[src/inc/ov_fault_pkg.sv]
// Constants, types and helpers for the overvoltage fault response block
package ov_fault_pkg;
   // Command code of the fault action configuration byte
   localparam logic [7:0] CFG_OFFSET = 8'h41;
   // Reset value of the configuration byte (ignore, no retry, x1)
   localparam logic [7:0] CFG_RESET = 8'h00;
   // Field positions inside the configuration byte
   localparam int RESP_LSB = 6;
   localparam int RETRY_LSB = 3;
   localparam int TIME_LSB = 0;
   // Response codes
   localparam logic [1:0] RESP_IGNORE = 2'h0;
   localparam logic [1:0] RESP_CONTINUE = 2'h1;
   localparam logic [1:0] RESP_RETRY = 2'h2;
   localparam logic [1:0] RESP_HOLD = 2'h3;
   // Retry codes with special meaning
   localparam logic [2:0] RETRY_NONE = 3'h0;
   localparam logic [2:0] RETRY_FOREVER = 3'h7;
   // Widths of the delay unit and of the loaded cycle count
   localparam int UNIT_W = 16;
   localparam int LOAD_W = 24;

   // Controller states
   typedef enum logic [2:0] {
      RUN = 3'h0,
      CONT_DLY = 3'h1,
      OFF_WAIT = 3'h2,
      RETRY_ON = 3'h3,
      LATCH_OFF = 3'h4,
      HOLD_OFF = 3'h5,
      CMD_OFF = 3'h6
   } ctrl_state_t;

   // Time field to multiplier of the delay unit
   function automatic logic [7:0] delay_mult(input logic [2:0] code);
      logic [7:0] m;
      m = 8'h01;
      case (code)
         3'h0: m = 8'h01;
         3'h1: m = 8'h02;
         3'h2: m = 8'h04;
         3'h3: m = 8'h10;
         3'h4: m = 8'h08;
         3'h5: m = 8'h20;
         3'h6: m = 8'h40;
         default: m = 8'h80;
      endcase
      return m;
   endfunction
endpackage

[src/verilog/ov_delay_timer.sv]
// One-shot down counter giving a single done pulse after a loaded delay
`timescale 1ns/1ps
`default_nettype none
module ov_delay_timer
   import ov_fault_pkg::*;
(
   // Clock and reset
   input wire logic clk,
   input wire logic resetn,
   // Control
   input wire logic start,
   input wire logic [ov_fault_pkg::LOAD_W-1:0] loadCycles,
   // Result
   output logic done
);
   typedef struct packed {
      logic [LOAD_W-1:0] cnt;
      logic run;
      logic done;
   } timer_state_t;

   timer_state_t q, d;

   // Restart wins over a running count; zero load expires next cycle
   always_comb begin
      d = q;
      d.done = 1'b0;
      if (start) begin
         d.cnt = loadCycles;
         d.run = 1'b1;
      end else if (q.run) begin
         if (q.cnt <= {{(LOAD_W-1){1'b0}}, 1'b1}) begin
            d.run = 1'b0;
            d.done = 1'b1;
         end else begin
            d.cnt = q.cnt - {{(LOAD_W-1){1'b0}}, 1'b1};
         end
      end
   end

   // State register
   always_ff @(posedge clk) begin
      if (!resetn) begin
         q <= '0;
      end else begin
         q <= d;
      end
   end

   assign done = q.done;
endmodule
`default_nettype wire

[src/verilog/ov_fault_response_retry_logic.sv]
// Overvoltage fault response controller with delayed action and retries
`timescale 1ns/1ps
`default_nettype none
// Functional notes
// - Response 00 keeps the output enabled and ignores the fault.
// - Response 01 runs on for the delay, then retries if fault persists.
// - Response 10 disables output at once, then follows retry count.
// - Response 11 holds output off while fault present, resumes after.
// - Clear by status clear, clear-faults, reset, or off-then-on command.
// - Retry 000 makes no restart; output stays off until cleared.
// - Retry 001..011 allow one to three restarts, then latch off.
// - Retry 111 restarts without limit.
// - Attempt starts spaced by multiplier times delay unit.
// - Time codes map to 1,2,4,16,8,32,64,128 unit multipliers.
// - Retry 100..110 allow four to six restarts, then latch off.
// - Retrying stops on off command or another shutdown fault.
module ov_fault_response_retry_logic
   import ov_fault_pkg::*;
(
   // Clock and reset
   input wire logic clk,
   input wire logic resetn,
   // Configuration byte access by command code
   input wire logic [7:0] cmdCode,
   input wire logic cfgWrite,
   input wire logic [7:0] cfgWrData,
   output logic [7:0] cfgRdData,
   // Delay unit in clock cycles, from the time unit setting
   input wire logic [ov_fault_pkg::UNIT_W-1:0] unitCycles,
   // Fault detection and clear sources
   input wire logic ovDetect,
   input wire logic statusBitClear,
   input wire logic clearFaultsCmd,
   input wire logic otherFaultShutdown,
   // Combined pin and operation on command, high means on
   input wire logic outputOnCmd,
   // Results
   output logic outputEnable,
   output logic ovFaultStatus,
   output logic [2:0] attemptCount,
   output logic [2:0] ctrlState
);
   typedef struct packed {
      ctrl_state_t st;
      logic [7:0] cfg;
      logic [7:0] rd;
      logic [2:0] tries;
      logic latched;
      logic outEn;
      logic cmdPrev;
   } ctrl_regs_t;

   ctrl_regs_t q, d;
   logic startT;
   logic timerDone;
   logic [1:0] resp;
   logic [2:0] retry;
   logic [2:0] timeCode;
   logic [LOAD_W-1:0] loadCycles;
   logic cmdOnEdge;
   logic clearEvt;

   // Configuration fields
   assign resp = q.cfg[RESP_LSB +: 2];
   assign retry = q.cfg[RETRY_LSB +: 3];
   assign timeCode = q.cfg[TIME_LSB +: 3];

   assign loadCycles = {16'h0000, delay_mult(timeCode)} *
                       {8'h00, unitCycles};

   assign cmdOnEdge = outputOnCmd & ~q.cmdPrev;
   assign clearEvt = statusBitClear | clearFaultsCmd | cmdOnEdge;

   // Timer restarts on entry into a timed state, except OFF_WAIT from RETRY_ON, which keeps the running interval unless it has just run out
   ov_delay_timer u_timer (
      .clk(clk),
      .resetn(resetn),
      .start(startT),
      .loadCycles(loadCycles),
      .done(timerDone)
   );

   // Next state of the controller and its registers
   always_comb begin
      d = q;
      startT = 1'b0;
      d.cmdPrev = outputOnCmd;
      if (cfgWrite && cmdCode == CFG_OFFSET) begin
         d.cfg = cfgWrData;
      end
      d.rd = (cmdCode == CFG_OFFSET) ? q.cfg : 8'h00;
      // Set wins over clear so a fault present now is never lost
      d.latched = (q.latched & ~clearEvt) | ovDetect;
      unique case (q.st)
         RUN: begin
            if (ovDetect) begin
               unique case (resp)
                  RESP_IGNORE: d.st = RUN;
                  RESP_CONTINUE: begin
                     d.st = CONT_DLY;
                     startT = 1'b1;
                  end
                  RESP_RETRY: begin
                     d.tries = 3'h0;
                     if (retry == RETRY_NONE) begin
                        d.st = LATCH_OFF;
                     end else begin
                        d.st = OFF_WAIT;
                        startT = 1'b1;
                     end
                  end
                  RESP_HOLD: d.st = HOLD_OFF;
               endcase
            end
         end
         CONT_DLY: begin
            if (timerDone) begin
               if (ovDetect) begin
                  d.tries = 3'h0;
                  if (retry == RETRY_NONE) begin
                     d.st = LATCH_OFF;
                  end else begin
                     d.st = OFF_WAIT;
                     startT = 1'b1;
                  end
               end else begin
                  d.st = RUN;
               end
            end
         end
         OFF_WAIT: begin
            if (timerDone) begin
               d.st = RETRY_ON;
               startT = 1'b1;
               // Saturate so continuous retry never wraps the count
               if (q.tries != 3'h7) begin
                  d.tries = q.tries + 3'h1;
               end
            end
         end
         RETRY_ON: begin
            if (ovDetect) begin
               if (retry != RETRY_FOREVER && q.tries >= retry) begin
                  d.st = LATCH_OFF;
               end else begin
                  d.st = OFF_WAIT;
                  // Keep the running interval unless it just ran out
                  startT = timerDone;
               end
            end else if (timerDone) begin
               d.st = RUN;
               d.tries = 3'h0;
            end
         end
         LATCH_OFF: begin
            if (clearEvt) begin
               d.st = RUN;
               d.tries = 3'h0;
            end
         end
         HOLD_OFF: begin
            if (!ovDetect) begin
               d.st = RUN;
            end
         end
         CMD_OFF: begin
            if (cmdOnEdge) begin
               d.st = RUN;
               d.tries = 3'h0;
            end
         end
         default: d.st = LATCH_OFF;
      endcase
      if (!outputOnCmd) begin
         d.st = CMD_OFF;
      end else if (otherFaultShutdown && q.st != CMD_OFF) begin
         d.st = LATCH_OFF;
      end
      // Output follows the next state, so it changes with the state
      d.outEn = (d.st == RUN) || (d.st == CONT_DLY) ||
                (d.st == RETRY_ON);
   end

   // All state in one register
   always_ff @(posedge clk) begin
      if (!resetn) begin
         q.st <= CMD_OFF;
         q.cfg <= CFG_RESET;
         q.rd <= 8'h00;
         q.tries <= 3'h0;
         q.latched <= 1'b0;
         q.outEn <= 1'b0;
         q.cmdPrev <= 1'b0;
      end else begin
         q <= d;
      end
   end

   // Registered outputs
   assign outputEnable = q.outEn;
   assign ovFaultStatus = q.latched;
   assign attemptCount = q.tries;
   assign ctrlState = q.st;
   assign cfgRdData = q.rd;
endmodule
`default_nettype wire

[config.mk]
export PLATFORM = sky130hd
export DESIGN_NAME = ov_fault_response_retry_logic
export DESIGN_NICKNAME = d
export VERILOG_FILES = /design/src/inc/ov_fault_pkg.sv /design/src/verilog/ov_delay_timer.sv /design/src/verilog/ov_fault_response_retry_logic.sv
export SDC_FILE = /design/constraint.sdc
export NUM_CORES = 1
export LEC_CHECK = 0
export BUFFER_PORTS_ARGS = -buffer_cell sky130_fd_sc_hd__clkbuf_2
export CAP_MARGIN = 20
export CORE_MARGIN = 2
export CORE_UTILIZATION = 30
export DETAILED_ROUTE_END_ITERATION = 12
export PLACE_DENSITY = 0.5
export SLEW_MARGIN = 20
export SYNTH_ARGS = -nofsm -noshare
export SYNTH_HDL_FRONTEND = slang
export SYNTH_SLANG_ARGS = --single-unit
[constraint.sdc]
create_clock -name clk -period 4.7 [get_ports clk]
set_input_delay 0.94 -clock clk [delete_from_list [all_inputs] [get_ports clk]]
set_output_delay 0.94 -clock clk [all_outputs]
set_load 0.01 [all_outputs]
==> metrics.yaml <==
worst_setup_path:
  cp_data_required_time_ns: 4.93
  worstSetupEndpointType: "flop"
  cp_max_fo: 10
  critPathBufInv: 5
  start_kind: "flop"
  rrSetupSlack_ns: 0.05
  slowest_stage: "fa_1"
  path_cells: "buf_4 > nor3b_4 > buf_12 > nand2_1 > fa_1 > fa_1 > inv_1 > fa_1 > inv_1 > fa_1 > inv_1 > ha_4 > nand4b_1 > a211o_4 > a21o_1 > a2111o_1 > o211ai_1"
  cpMostUsedCell: "fa_1"
  cp.arrival_ns: 4.88
  crit_type: "reg -> reg"
  cp_slowest_stage_delay_ns: 0.51
  cp_top_family: "adder cells"
pwr:
  combPwrFrac_pct: 14.7
  clkPwrFrac_pct: 40.1
  p_leak_nw: 4.23
  vdd_drop_max_mv: 0.120
  switching_share_pct: 27.5
  seqPwrFrac_pct: 45.2
  powerDensity_mw_per_mm2: 111
  internal_power_uw: 703
  switchingPower_uw: 267
cts:
  cts_buffers: 5
  clkLatencyLatePin_ns: 0.30
  cts_tree: "done"
  htreeDepth: 2
  path_clk_slew_ns: 0.08
  clock_tree.root_cell: "clkbuf_16"
  clkSinkCount: 51
  cts_buffer_depth: 2
  cts_hold_buffers: 0
global_routing:
  grt_pass1_vias: 5990
  grt_pass1_wl_um: 28400
  track_usage_pct: 13.9
  antenna_found_initial: 0
  grt_max_degree: 33
  grt_overflow_total: 0
floorplan:
  die_x_um: 158
  die_y_um: 158
  rows: 56
  boundaryPins: 56
  start_util_pct: 30.3
  core_mm2: 0.0233
  die_area_mm2: 0.0248
logic_synthesis:
  ys_seq_area_share_pct: 14.4
  synthArstFlopShare_pct: 0
  syn_inst: 832
  syn-cell-area_mm2: 0.00708
  synth_edf_count: 0
  yosysWarningCount: 0
  synth_cell_types: 64
  synth_ff_type: "dfxtp_1"
  syn_nets: 1011
  synth_seq_cells: 51
  syn_avg_cell_area_um2: 8.51
sta:
  tns_ns: 0
  setup_viol: 0
  finalCritPeriodShare_pct: 98.9
  hold_viol_final: 0
  slew_headroom_pct: 42.7
  maxSlewViolCount: 0
  rsz0062_at_grt: "true"
  setup_ws_ns: 0.0495
  fin_crit_ns: 4.65
  fmax_ghz: 0.215
  tightest_slew_ns: 0.858
  worst_hold_slack_ns: 0.516
  fin_skew_ns: 0.00829
route:
  dr.first_iter.drc_count: 319
  dr.pass1.iters: 6
  route.detailed.drc: 0
  vias: 5916
  viasPerCell: 4.71
  ant_nets: 0
  routedWlPerCell_um: 13.2
  totalWireLength_um: 16600
placed_design:
  place_area_mm2: 0.00819
  dpl_worst_slack_ns: -0.363
  portBuffers: 55
  dpl.hpwl_um: 13500
  gp_congestion: 0.837
run_status:
  outcome: "completed"
cells_and_area:
  layout_commonest_cell: "and2_1"
  num_antenna_cells: 0
  final_area_mm2: 0.00870
  drive_gt1_share_pct: 22.2
  syn2layout_area_growth_pct: 22.9
  fin_nets: 1116
  final_util_pct: 37.3
  mostFrequentLayoutCells: "118 x and2_1, 110 x inv_1, 82 x fa_1"
worst_hold_path:
  hp-class: "reg -> reg"
job:
  maxCapViolations: 0
==> through the flow <==
| step | total power, mW | cells |
|---|---|---|
| after global routing | 1.02 | 1257 |
| after CTS | 0.981 | 1252 |
| final | 0.970 | 1257 |
| after floorplan | 0.518 | 832 |
| after detailed placement | 0.586 | 1240 |
| after global placement | 0.586 | 1240 |
==> synth_stat cells, types with 4 or more instances <==
cell type  number  area (um2)
a31oi_1         6        37.5
a211oi_1        7        52.6
clkbuf_1       26        97.6
nor2_1         32         120
nor3b_1         5        37.5
mux2i_1        11         110
o211ai_1        6        45.0
inv_1         110         413
buf_4          14         105
xor2_1          7        61.3
and3_1         10        62.6
or3_1          12        75.1
or4_1           5        37.5
o31ai_1         4        30.0
o21ai_1        13        65.1
xnor2_1        20         175
dfxtp_1        51        1020
nand2_1        44         165
buf_2           4        20.0
nor3_1         20         100
fa_1           84        1680
and2_1        120         751
nand4_1         6        37.5
nor4_1          6        37.5
nor2b_1         8        50.1
nand3_1        16        80.1
o21ai_0        13        65.1
nand2b_1       10        62.6
a21o_1         13        97.6
a21oi_1        44         220
ha_1           55         688
==> routing by layer <==
| layer | vias up | wire, um | GRT usage, % |
|---|---|---|---|
| li1 | 2958 | - | - |
| met1 | 2890 | 8080 | 18.4 |
| met2 | 60 | 8050 | 25.0 |
| met3 | 8 | 359 | 1.45 |
| met4 | 0 | 90 | 2.08 |
| met5 | - | 0 | 0 |
==> sequential cells by signal, summed over array words and instances (netlist names) <==
name and count:
attemptCount 3, cfgRdData 8, ctrlState 3, outputEnable 1, ovFaultStatus 1, q 9
u_timer.done 1, u_timer.q 25
==> power by group through the flow <==
| stage | registers (mW) | clock network [mW] | logic [mW] |
|---|---|---|---|
| floorplan | 0.447 | 0 | 0.0708 |
| CTS | 0.439 | 0.402 | 0.140 |
| detailed placement | 0.449 | 0 | 0.136 |
| global route | 0.439 | 0.421 | 0.162 |
| global placement | 0.450 | 0 | 0.136 |
| finish | 0.438 | 0.389 | 0.143 |
==> path summary, 6_finish.rpt <==
kind,cells past startpoint,from,end
setup / recovery,17,q[14]$_SDFFE_PN0P_,u_timer.q[18]$_SDFFE_PN0P_
hold / removal,2,attemptCount[1]$_SDFFE_PN0P_,attemptCount[1]$_SDFFE_PN0P_
setup reg to reg,17,q[14]$_SDFFE_PN0P_,u_timer.q[18]$_SDFFE_PN0P_
hold reg to reg,2,attemptCount[1]$_SDFFE_PN0P_,attemptCount[1]$_SDFFE_PN0P_
==> final cells by class <==
type                    count  area [um2]
well taps                 319         399
flip-flops and latches     51        1030
multi-input cells         626        5710
repair buffers            143         997
clock buffers               5         125
fillers                  2445       14600
clock inverters             3        27.5
inverters                 110         413
==> worst reg2reg max path, stage by stage (launching register included) <==
cell      delay (ns)
dfxtp_4         0.37
buf_4           0.14
nor3b_4         0.22
buf_12          0.15
nand2_1         0.07
fa_1            0.47
fa_1            0.51
inv_1           0.05
fa_1            0.48
inv_1           0.05
fa_1            0.48
inv_1           0.06
ha_4            0.28
nand4b_1        0.19
a211o_4         0.43
a21o_1          0.18
a2111o_1        0.36
o211ai_1        0.08
==> kinds of logic after synthesis <==
| family | share of synthesized area (%) |
|---|---|
| flip-flops | 14.4 |
| XOR/XNOR | 3.34 |
| AO/OA/AOI/OAI | 12.2 |
| AND/OR/NAND/NOR | 25.7 |
| multiplexers | 1.72 |
| adder cells (fa/ha/maj) | 33.5 |
| buffers and inverters | 9.14 |
==> repair_timing <==
| action | CTS | global route |
|---|---|---|
| gates resized for setup | 21 | 29 |
| pin swaps | 17 | 11 |
| endpoints found under the setup margin | 11 | 13 |
| buffers inserted | 4 | 5 |
(Power assumes the default switching activity.)
